### src/hdl/dbu_defs.vh
// Constants for the debug serial port: register offsets, field positions,
// reset values and parity encodings.
// Assumes inclusion by the port module only; definitions only.
`ifndef DBU_DEFS_VH
`define DBU_DEFS_VH

// Register byte offsets
`define DBU_CMD_OFS       8'h00
`define DBU_FMT_OFS       8'h04
`define DBU_FLAGS_OFS     8'h14
`define DBU_RXHOLD_OFS    8'h18
`define DBU_TXHOLD_OFS    8'h1c
`define DBU_BAUD_OFS      8'h20

// Command register bit positions
`define DBU_CMD_RXCLR     2
`define DBU_CMD_TXCLR     3
`define DBU_CMD_RXON      4
`define DBU_CMD_RXOFF     5
`define DBU_CMD_TXON      6
`define DBU_CMD_TXOFF     7
`define DBU_CMD_CLRERR    8

// Format register parity field position
`define DBU_FMT_PAR_LO    9
`define DBU_FMT_PAR_HI    11

// Parity kinds
`define DBU_PAR_EVEN      3'h0
`define DBU_PAR_ODD       3'h1
`define DBU_PAR_SPACE     3'h2
`define DBU_PAR_MARK      3'h3

// Flag register bit positions
`define DBU_FLG_CHAR_RECEIVED_FLAG     0
`define DBU_FLG_HOLDING_EMPTY_FLAG     1
`define DBU_FLG_OVR       5
`define DBU_FLG_FRM       6
`define DBU_FLG_PAR       7
`define DBU_FLG_ALL_SENT_FLAG   9
`define DBU_FLG_MBRD      30
`define DBU_FLG_MBWR      31

// Reset values and timing counts in sample ticks
`define DBU_FMT_RESET     3'h4
`define DBU_BAUD_RESET    16'h0000
`define DBU_OVERSAMPLE    5'h10
`define DBU_START_MIN     5'h08
`define DBU_HALF_BIT      5'h08

`endif

### src/hdl/dbu_port.v
// Debug serial port: baud generator, receiver, transmitter and registers.
// Assumes a synchronous register port and a serial input already synchronous to clk.
`timescale 1ns/1ns
`include "dbu_defs.vh"

// Summary of operation
// Bit period is sixteen times divisor
// Zero divisor stops ticks and port
// Divisor is a 16-bit value
// Receiver starts disabled; enable starts search
// Receiver disable waits for stop bit
// Receiver clear aborts character and disables
// Start needs over seven low samples
// First data sample 24 ticks after edge
// Later bits sampled every sixteen ticks
// Character loads holding; read clears ready
// Completion while ready sets overrun
// Overrun clears only by clear command
// Parity mismatch flags with ready
// Parity error held until clear command
// Low stop bit sets framing error
// Framing error held until clear command
// Transmitter starts disabled; waits for character
// Transmitter disable finishes pending characters
// Transmitter clear halts at once
// Frame: start, 8 bits LSB first, parity, stop
// Asynchronous 8-bit only, no extras
// Mailbox full signals visible and raise interrupt
// Parity none, odd, even, space, mark
// All-sent after last stop, both empty
// Holding-empty clears on write, rises on load
// Line high when idle, disabled or reset
// Software clears all error flags together
module dbu_port (
	input  wire        clk,               // Master clock
	input  wire        reset_n,           // Asynchronous reset, active low
	input  wire        clk_en,            // Freezes all state while low
	input  wire [7:0]  addr,              // Register byte address
	input  wire [31:0] wdata,             // Write data
	input  wire        wr,                // Write strobe
	input  wire        rd,                // Read strobe
	output reg  [31:0] rdata,             // Read data, cycle after the strobe
	input  wire        serial_in_pin,     // Receive line
	output reg         serial_out_pin,    // Transmit line
	input  wire        mailbox_read_full, // Debug mailbox read register full
	input  wire        mailbox_write_full,// Debug mailbox write register full
	output wire        irq                // Interrupt request, level
);

	// Transmit states
	localparam TX_IDLE = 2'd0;
	localparam TX_SEND = 2'd1;

	// Register file
	reg  [15:0] baud_divisor_reg;         // Clock divisor value
	reg  [2:0]  check_bit_kind_field;     // Parity selection
	reg  [7:0]  rx_holding_reg;           // Last received character
	reg  [7:0]  tx_holding_reg;           // Character waiting to send
	reg  [31:0] irq_mask;                 // Interrupt enables per flag

	// Flags
	reg         char_received_flag;       // Receive ready
	reg         overrun_flag;             // Overrun
	reg         check_bit_error_flag;     // Parity error
	reg         framing_flag;             // Framing error
	reg         hold_full;                // Transmit holding occupied

	// Baud generator
	reg  [15:0] div_cnt;                  // Prescaler counter
	wire        tick;                     // Sixteen-times-baud sample tick

	// Receiver
	reg         rx_on;                    // Receiver enabled
	reg         rx_off_pend;              // Disable waiting for stop bit
	reg         rx_busy;                  // Character in progress
	reg  [4:0]  rx_cnt;                   // Tick counter inside a bit
	reg  [3:0]  rx_bit;                   // Bit index after the start bit
	reg  [8:0]  rx_shift;                 // Data and parity bits

	// Transmitter
	reg         tx_on;                    // Transmitter enabled
	reg         tx_off_pend;              // Disable waiting for drain
	reg  [1:0]  tx_state;                 // Transmit state
	reg  [10:0] tx_shift;                 // Frame bits, LSB first
	reg  [3:0]  tx_left;                  // Bits remaining in frame
	reg  [3:0]  tx_cnt;                   // Ticks within current bit

	// Decoded commands
	wire        cmd_wr   = clk_en & wr & (addr == `DBU_CMD_OFS);
	wire        rx_clr   = cmd_wr & wdata[`DBU_CMD_RXCLR];
	wire        tx_clr   = cmd_wr & wdata[`DBU_CMD_TXCLR];
	wire        rx_onc   = cmd_wr & wdata[`DBU_CMD_RXON] & ~wdata[`DBU_CMD_RXOFF];
	wire        rx_offc  = cmd_wr & wdata[`DBU_CMD_RXOFF];
	wire        tx_onc   = cmd_wr & wdata[`DBU_CMD_TXON] & ~wdata[`DBU_CMD_TXOFF];
	wire        tx_offc  = cmd_wr & wdata[`DBU_CMD_TXOFF];
	wire        clr_err  = cmd_wr & wdata[`DBU_CMD_CLRERR];
	wire        thr_wr   = clk_en & wr & (addr == `DBU_TXHOLD_OFS);
	wire        rhr_rd   = clk_en & rd & (addr == `DBU_RXHOLD_OFS);

	// Parity enabled unless the field selects none
	wire        par_en   = (check_bit_kind_field <= `DBU_PAR_MARK);
	wire [3:0]  rx_last  = par_en ? 4'd10 : 4'd9;

	// Expected parity bit for a data byte
	function par_bit;
		input [7:0] d;
		input [2:0] kind;
		begin
			case (kind)
				`DBU_PAR_EVEN:  par_bit = ^d;
				`DBU_PAR_ODD:   par_bit = ~(^d);
				`DBU_PAR_SPACE: par_bit = 1'b0;
				`DBU_PAR_MARK:  par_bit = 1'b1;
				default:        par_bit = 1'b0;
			endcase
		end
	endfunction

	// Status word
	wire        all_sent_flag = tx_on & ~hold_full & (tx_state == TX_IDLE);
	wire [31:0] flags = {mailbox_write_full, mailbox_read_full, 20'h0,
		all_sent_flag, 1'b0, check_bit_error_flag, framing_flag, overrun_flag,
		3'h0, tx_on & ~hold_full, char_received_flag};
	assign irq = |(flags & irq_mask);

	// Baud prescaler: one tick per divisor clocks, none when divisor is zero
	assign tick = clk_en & (baud_divisor_reg != 16'h0000) & (div_cnt == 16'h0001);
	always @(posedge clk or negedge reset_n) begin
		if (!reset_n) begin
			div_cnt <= 16'h0001;
		end else if (clk_en) begin
			if (baud_divisor_reg == 16'h0000) begin
				div_cnt <= 16'h0001;
			end else if (div_cnt <= 16'h0001) begin
				div_cnt <= baud_divisor_reg;
			end else begin
				div_cnt <= div_cnt - 16'h0001;
			end
		end
	end

	// Register writes and read data
	always @(posedge clk or negedge reset_n) begin
		if (!reset_n) begin
			baud_divisor_reg     <= `DBU_BAUD_RESET;
			check_bit_kind_field <= `DBU_FMT_RESET;
			irq_mask             <= 32'h0000_0000;
			rdata                <= 32'h0000_0000;
		end else if (clk_en) begin
			// Writes
			if (wr) begin
				case (addr)
					`DBU_BAUD_OFS: baud_divisor_reg     <= wdata[15:0];
					`DBU_FMT_OFS:  check_bit_kind_field <= wdata[`DBU_FMT_PAR_HI:`DBU_FMT_PAR_LO];
					8'h08:         irq_mask             <= irq_mask | wdata;
					8'h0c:         irq_mask             <= irq_mask & ~wdata;
					default:       irq_mask             <= irq_mask;
				endcase
			end
			// Reads: unmapped addresses read zero
			if (rd) begin
				case (addr)
					`DBU_FMT_OFS:    rdata <= {20'h0, check_bit_kind_field, 9'h0};
					8'h10:           rdata <= irq_mask;
					`DBU_FLAGS_OFS:  rdata <= flags;
					`DBU_RXHOLD_OFS: rdata <= {24'h0, rx_holding_reg};
					`DBU_BAUD_OFS:   rdata <= {16'h0, baud_divisor_reg};
					default:         rdata <= 32'h0000_0000;
				endcase
			end else begin
				rdata <= 32'h0000_0000;
			end
		end
	end

	// Receiver: start detection, mid-bit sampling, flags
	always @(posedge clk or negedge reset_n) begin
		if (!reset_n) begin
			rx_on                <= 1'b0;
			rx_off_pend          <= 1'b0;
			rx_busy              <= 1'b0;
			rx_cnt               <= 5'h00;
			rx_bit               <= 4'h0;
			rx_shift             <= 9'h000;
			rx_holding_reg       <= 8'h00;
			char_received_flag   <= 1'b0;
			overrun_flag         <= 1'b0;
			check_bit_error_flag <= 1'b0;
			framing_flag         <= 1'b0;
		end else if (clk_en) begin
			// Error flags: clear command first, completion below may set again
			if (clr_err) begin
				overrun_flag         <= 1'b0;
				check_bit_error_flag <= 1'b0;
				framing_flag         <= 1'b0;
			end
			if (rhr_rd)
				char_received_flag <= 1'b0;
			if (rx_clr) begin
				// Abort at once, data lost
				rx_on       <= 1'b0;
				rx_off_pend <= 1'b0;
				rx_busy     <= 1'b0;
				rx_cnt      <= 5'h00;
				rx_bit      <= 4'h0;
			end else begin
				if (rx_onc) begin
					rx_on       <= 1'b1;
					rx_off_pend <= 1'b0;
				end
				if (rx_offc) begin
					if (rx_busy)
						rx_off_pend <= 1'b1;
					else begin
						rx_on   <= 1'b0;
						rx_cnt  <= 5'h00;
					end
				end
				if (tick && rx_on && !rx_busy) begin
					// Hunt: count consecutive low samples
					if (serial_in_pin) begin
						rx_cnt <= 5'h00;
					end else if (rx_cnt == `DBU_START_MIN - 5'h01) begin
						// Eighth low sample: start accepted, 16 more ticks to first mid-bit
						rx_busy <= 1'b1;
						rx_cnt  <= 5'h00;
						rx_bit  <= 4'h1;
					end else begin
						rx_cnt <= rx_cnt + 5'h01;
					end
				end else if (tick && rx_busy) begin
					if (rx_cnt == `DBU_OVERSAMPLE - 5'h01) begin
						rx_cnt <= 5'h00;
						if (rx_bit == rx_last) begin
							// Stop bit: complete character
							rx_busy            <= 1'b0;
							rx_bit             <= 4'h0;
							rx_holding_reg     <= rx_shift[7:0];
							char_received_flag <= 1'b1;
							if (char_received_flag && !rhr_rd)
								overrun_flag <= 1'b1;
							if (par_en && (rx_shift[8] != par_bit(rx_shift[7:0], check_bit_kind_field)))
								check_bit_error_flag <= 1'b1;
							if (!serial_in_pin)
								framing_flag <= 1'b1;
							if (rx_off_pend) begin
								rx_on       <= 1'b0;
								rx_off_pend <= 1'b0;
							end
						end else begin
							// Data bits LSB first, parity into bit 8
							if (rx_bit <= 4'd8)
								rx_shift <= {rx_shift[8], serial_in_pin, rx_shift[7:1]};
							else
								rx_shift[8] <= serial_in_pin;
							rx_bit <= rx_bit + 4'h1;
						end
					end else begin
						rx_cnt <= rx_cnt + 5'h01;
					end
				end
			end
		end
	end

	// Transmitter: holding register, shift register, line drive
	always @(posedge clk or negedge reset_n) begin
		if (!reset_n) begin
			tx_on          <= 1'b0;
			tx_off_pend    <= 1'b0;
			tx_state       <= TX_IDLE;
			tx_shift       <= 11'h7ff;
			tx_left        <= 4'h0;
			tx_cnt         <= 4'h0;
			hold_full      <= 1'b0;
			tx_holding_reg <= 8'h00;
			serial_out_pin <= 1'b1;
		end else if (clk_en) begin
			if (tx_clr) begin
				tx_on          <= 1'b0;
				tx_off_pend    <= 1'b0;
				tx_state       <= TX_IDLE;
				hold_full      <= 1'b0;
				serial_out_pin <= 1'b1;
			end else begin
				if (tx_onc) begin
					tx_on       <= 1'b1;
					tx_off_pend <= 1'b0;
				end
				if (tx_offc) begin
					if (hold_full || tx_state != TX_IDLE)
						tx_off_pend <= 1'b1;
					else
						tx_on <= 1'b0;
				end
				if (thr_wr && tx_on) begin
					tx_holding_reg <= wdata[7:0];
					hold_full      <= 1'b1;
				end
				case (tx_state)
					TX_IDLE: begin
						serial_out_pin <= 1'b1;
						if (hold_full && tx_on && (baud_divisor_reg != 16'h0000)) begin
							// Load frame: start, data, parity or stop, stop
							tx_shift  <= {1'b1, par_en ? par_bit(tx_holding_reg, check_bit_kind_field) : 1'b1,
								tx_holding_reg, 1'b0};
							tx_left   <= par_en ? 4'd11 : 4'd10;
							tx_cnt    <= 4'h0;
							hold_full <= thr_wr;
							tx_state  <= TX_SEND;
						end else if (tx_off_pend) begin
							tx_on       <= 1'b0;
							tx_off_pend <= 1'b0;
						end
					end
					TX_SEND: begin
						serial_out_pin <= tx_shift[0];
						if (tick) begin
							if (tx_cnt == 4'hf) begin
								tx_shift <= {1'b1, tx_shift[10:1]};
								tx_left  <= tx_left - 4'h1;
								if (tx_left == 4'h1)
									tx_state <= TX_IDLE;
							end
							tx_cnt <= tx_cnt + 4'h1;
						end
					end
					default: tx_state <= TX_IDLE;
				endcase
			end
		end
	end

endmodule

### config.mk
export PLATFORM = sky130hd
export DESIGN_NAME = dbu_port
export DESIGN_NICKNAME = d
export VERILOG_FILES = /design/src/hdl/dbu_port.v
export VERILOG_INCLUDE_DIRS = /design/src /design/src/hdl
export SDC_FILE = /design/constraint.sdc
export NUM_CORES = 1
export LEC_CHECK = 0
export BUFFER_PORTS_ARGS = -buffer_cell sky130_fd_sc_hd__buf_2
export CELL_PAD_IN_SITES_DETAIL_PLACEMENT = 1
export CELL_PAD_IN_SITES_GLOBAL_PLACEMENT = 2
export CORE_MARGIN = 4
export CORE_UTILIZATION = 41
export DETAILED_ROUTE_END_ITERATION = 10
export GPL_ROUTABILITY_DRIVEN = 0
export PLACE_DENSITY_LB_ADDON = 0.1
export SYNTH_ARGS = -nofsm -noshare
export SYNTH_HDL_FRONTEND = slang
export SYNTH_SLANG_ARGS = --single-unit
export TNS_END_PERCENT = 30
### constraint.sdc
create_clock -name clk -period 3.8 [get_ports clk]
set_input_delay 0.76 -clock clk [delete_from_list [all_inputs] [get_ports clk]]
set_output_delay 0.76 -clock clk [all_outputs]
set_load 0.05 [all_outputs]
==> results.rst <==
.. list-table::
   :header-rows: 1

   * - Metric
     - Value
   * - DRC violations left
     - 0
   * - Root buffer cell
     - sky130_fd_sc_hd__clkbuf_16
   * - Seq/Total Area, Yosys
     - 51.2%
   * - Final global-route overflow total
     - 0
   * - Register bit count reported by yosys
     - about 160
   * - Initial core utilization
     - 42.2%
   * - Critical Path Source Type
     - flop
   * - Worst slew pin tran
     - 0.857 ns
   * - Number of flops mapped to enable cells by yosys
     - 0
   * - Slowest library cell on the worst path
     - sky130_fd_sc_hd__dfstp_2
   * - Result of the run
     - finished, final reports clean
   * - Clock buffer depth
     - 2
   * - Lkg Pwr
     - 4.34 nW
   * - Core box area
     - 19000 um^2
   * - Die X
     - 148 um
   * - Setup TNS
     - 0 ns
   * - Area of combinational cells with multiple inputs
     - 3680 um^2
   * - TritonCTS clock tree
     - built
   * - Highest Clock Rate
     - 346 MHz
   * - Non-Filler Cell Area, Final
     - between 9000 and 10000 um^2
   * - Number of failing hold endpoints at the final stage
     - 0
   * - Drt wl/cell
     - about 21 um
   * - H-tree depth reported by CTS
     - 4
   * - Share of post-route cells with drive strength above 1
     - 24.0%
   * - Crit-path most repeated cell
     - sky130_fd_sc_hd__nand2_1
   * - Final-report setup violation count
     - 0
   * - Number of max-capacitance violations reported
     - 0
   * - Max-Slew Margin vs Limit
     - 42.5%
   * - Number of buffers added for setup after CTS
     - 0
   * - Share of flip-flops with an asynchronous set or reset after synthesis
     - 100%
   * - DRC violation total after the first TritonRoute iteration
     - a little over 400
   * - Series of cell instances along the critical path
     - ha_1, nor4b_1, nand4_1, o22ai_1, nand2_1, a211o_1, nand2_1
   * - Total area of sequential cells
     - 4100 um^2
   * - Placement-stage cell area
     - between 8000 and 9000 um^2
   * - Required time at the worst-slack endpoint
     - 4.17 ns
   * - Floorplan die height
     - 148 um
   * - Power per cell area
     - 554 nW/um^2
   * - VDD IR-drop max
     - 0.513 mV
   * - Clock-pin slew on the worst setup and hold paths
     - ~0.07 ns
   * - Aggregate global-route resource usage
     - roughly 22%
   * - Number of different library cells in the post-synthesis netlist
     - 69
   * - Area Growth Syn to Fin
     - 16.9%
   * - Delay of the slowest cell on the worst path
     - approximately 0.58 ns
   * - CP Capture Type
     - flop
   * - Via/cell ratio
     - 5.73
   * - N_diodes
     - 0
   * - Vias
     - between 6000 and 7000
   * - Antenna violation net count after detailed routing
     - 0
   * - Top_reg_cell synth
     - sky130_fd_sc_hd__dfrtp_1
   * - Die Area
     - 21800 um^2
   * - Combined area of all synthesized cells
     - approximately 8000 um^2
   * - Post-cts resize count
     - 0
   * - RSZ-0062 raised after global routing
     - no
   * - Vias in the first global route
     - 6894
   * - Placed wire-length estimate after detailed placement
     - 17.2 mm
   * - Number of buffers created by CTS
     - 17
   * - Initial antenna violation count
     - 0
   * - Min-delay worst type
     - in2async
   * - Pre-Repair DR Iteration Count
     - 5
   * - Synth Warn #
     - 0
   * - Maximum fanout along the worst path
     - 22
   * - Final net count
     - approximately 900
   * - Number of sinks on the clock net
     - between 150 and 200
   * - Slack of the worst reg-to-reg path
     - 0.91 ns
   * - Hold buffers post-CTS
     - 0
   * - Routed Wire Length
     - 23.8 mm
   * - Combined buffer and inverter count along the critical path
     - 0
   * - Total of fill cells in the finished design
     - 2123
   * - Largest net degree at the start of global routing
     - 82
   * - Wire length of the first global-routing pass
     - 38.6 mm
   * - # port buffers
     - 81
   * - Number of instances in the synthesized netlist
     - 772
   * - Final Max Tran Viols
     - 0
   * - IO Pins
     - 82
   * - Tcrit/Tclk final
     - 76.0%
   * - Clock Latency Late Sink
     - 0.43 ns
   * - Kind of critical path
     - reg2reg
   * - Worst Path Arrival
     - approximately 3.3 ns
   * - Std-Cell Rows
     - 50
   * - Worst setup skew after layout
     - about 0.0079 ns
   * - Synthesized area divided by synthesized cell count
     - 10.4 um^2
   * - Family with the most delay on the worst path
     - simple AND/OR/NAND/NOR gates
   * - Total nets after synthesis
     - between 800 and 900
   * - Min cycle time layout
     - 2.89 ns
[through the flow]
step                      instances  util [%]  worst slack (ns)  hold slack (ns)  power (mW)
after floorplan                 772         -              1.06            0.449        2.89
after global placement         1096      46.0             0.696            0.459        3.35
after detailed placement       1096      46.0             0.664            0.468        3.39
after CTS                      1128      49.3             0.941            0.402        5.21
after global routing           1128      49.3             0.766            0.421        5.46
final                          1128      49.3             0.913            0.357        5.18
[cells by family (layout without fill, tap and decap cells)]
family          after synthesis  after routing  share of synthesized area, %
simple gates                253            253                          16.1
flops                       163            163                          51.2
mux                          54             54                          7.75
fa+ha+maj                    10             10                          1.56
buf+inv                      57            153                          2.85
compound gates              216            216                          18.4
xor+xnor                     19             19                          2.08
[worst reg2reg max path, stage by stage (launching register included)]
cell and delay (ns):
sky130_fd_sc_hd__dfstp_2 0.58, sky130_fd_sc_hd__ha_1 0.36, sky130_fd_sc_hd__nor4b_1 0.33, sky130_fd_sc_hd__nand4_1 0.27, sky130_fd_sc_hd__o22ai_1 0.36, sky130_fd_sc_hd__nand2_1 0.45
sky130_fd_sc_hd__a211o_1 0.41, sky130_fd_sc_hd__nand2_1 0.05
[routing by layer]
layer,part of all wire [%],up-vias,GRT usage [%]
met4,1.6,0,6.29
met2,49,128,37.7
met3,4.4,29,3.92
met5,0,-,0
met1,45,3310,30.1
li1,-,2995,-
[report_power, final]
group | internal [mW] | switching [mW]
Combinational | 0.483 | 0.944
Clock | 1.00 | 0.807
Sequential | 1.83 | 0.118
Total | 3.31 | 1.87
[final timing paths]
kind | start | cells after the start | to
max reg2reg | div_cnt[0] | 7 | tx_left[0]
max | div_cnt[0] | 7 | tx_left[0]
min reg2reg | tx_shift[2] | 2 | tx_shift[2]
max in group asynchronous | reset_n | 2 | check_bit_kind_field[2]
min in group clk | tx_shift[2] | 2 | tx_shift[2]
min | reset_n | 1 | div_cnt[14]
[cells in the final DEF (no fill, tap or decap), drive strengths merged, types with 13 or more instances in the layout]
cell	count
a21oi	42
nand2	111
dfrtp	150
nor2	40
a22o	20
dfstp	13
inv	28
mux2	45
nor4	16
nand3	18
buf	99
o21ai	57
o2bb2ai	19
a21o	17
clkbuf	17
nor3	16
xnor2	16
[cell type report]
cell class | count | area share (%)
multi-input combinational | 552 | 39.3
tap | 260 | 3.48
clock buffer | 17 | 4.55
sequential | 163 | 43.8
inverter | 22 | 0.883
timing repair buffer | 99 | 5.85
clock inverter | 15 | 2.10
[Yosys cell counts (6+ instances only)]
library cell / n / area, um^2
sky130_fd_sc_hd__nand3_1: 16 / 80.1
sky130_fd_sc_hd__dfrtp_1: 150 / 3750
sky130_fd_sc_hd__mux2_4: 6 / 90.1
sky130_fd_sc_hd__inv_1: 22 / 82.6
sky130_fd_sc_hd__dfstp_2: 13 / 342
sky130_fd_sc_hd__mux2i_1: 9 / 90.1
sky130_fd_sc_hd__clkbuf_1: 27 / 101
sky130_fd_sc_hd__a21o_1: 17 / 128
sky130_fd_sc_hd__ha_1: 10 / 125
sky130_fd_sc_hd__xnor2_1: 16 / 140
sky130_fd_sc_hd__nor2_1: 40 / 150
sky130_fd_sc_hd__a222oi_1: 9 / 90.1
sky130_fd_sc_hd__nor4_1: 14 / 87.6
sky130_fd_sc_hd__nand2_1: 110 / 413
sky130_fd_sc_hd__mux2_2: 39 / 439
sky130_fd_sc_hd__nand4_1: 10 / 62.6
sky130_fd_sc_hd__o2bb2ai_1: 19 / 166
sky130_fd_sc_hd__and2_1: 6 / 37.5
sky130_fd_sc_hd__a22oi_1: 10 / 75.1
sky130_fd_sc_hd__nor3_1: 14 / 70.1
sky130_fd_sc_hd__a21oi_1: 42 / 210
sky130_fd_sc_hd__a31oi_1: 9 / 56.3
sky130_fd_sc_hd__a22o_1: 20 / 175
sky130_fd_sc_hd__nand2b_1: 6 / 37.5
sky130_fd_sc_hd__o21ai_0: 56 / 280
(Power assumes the default switching activity.)
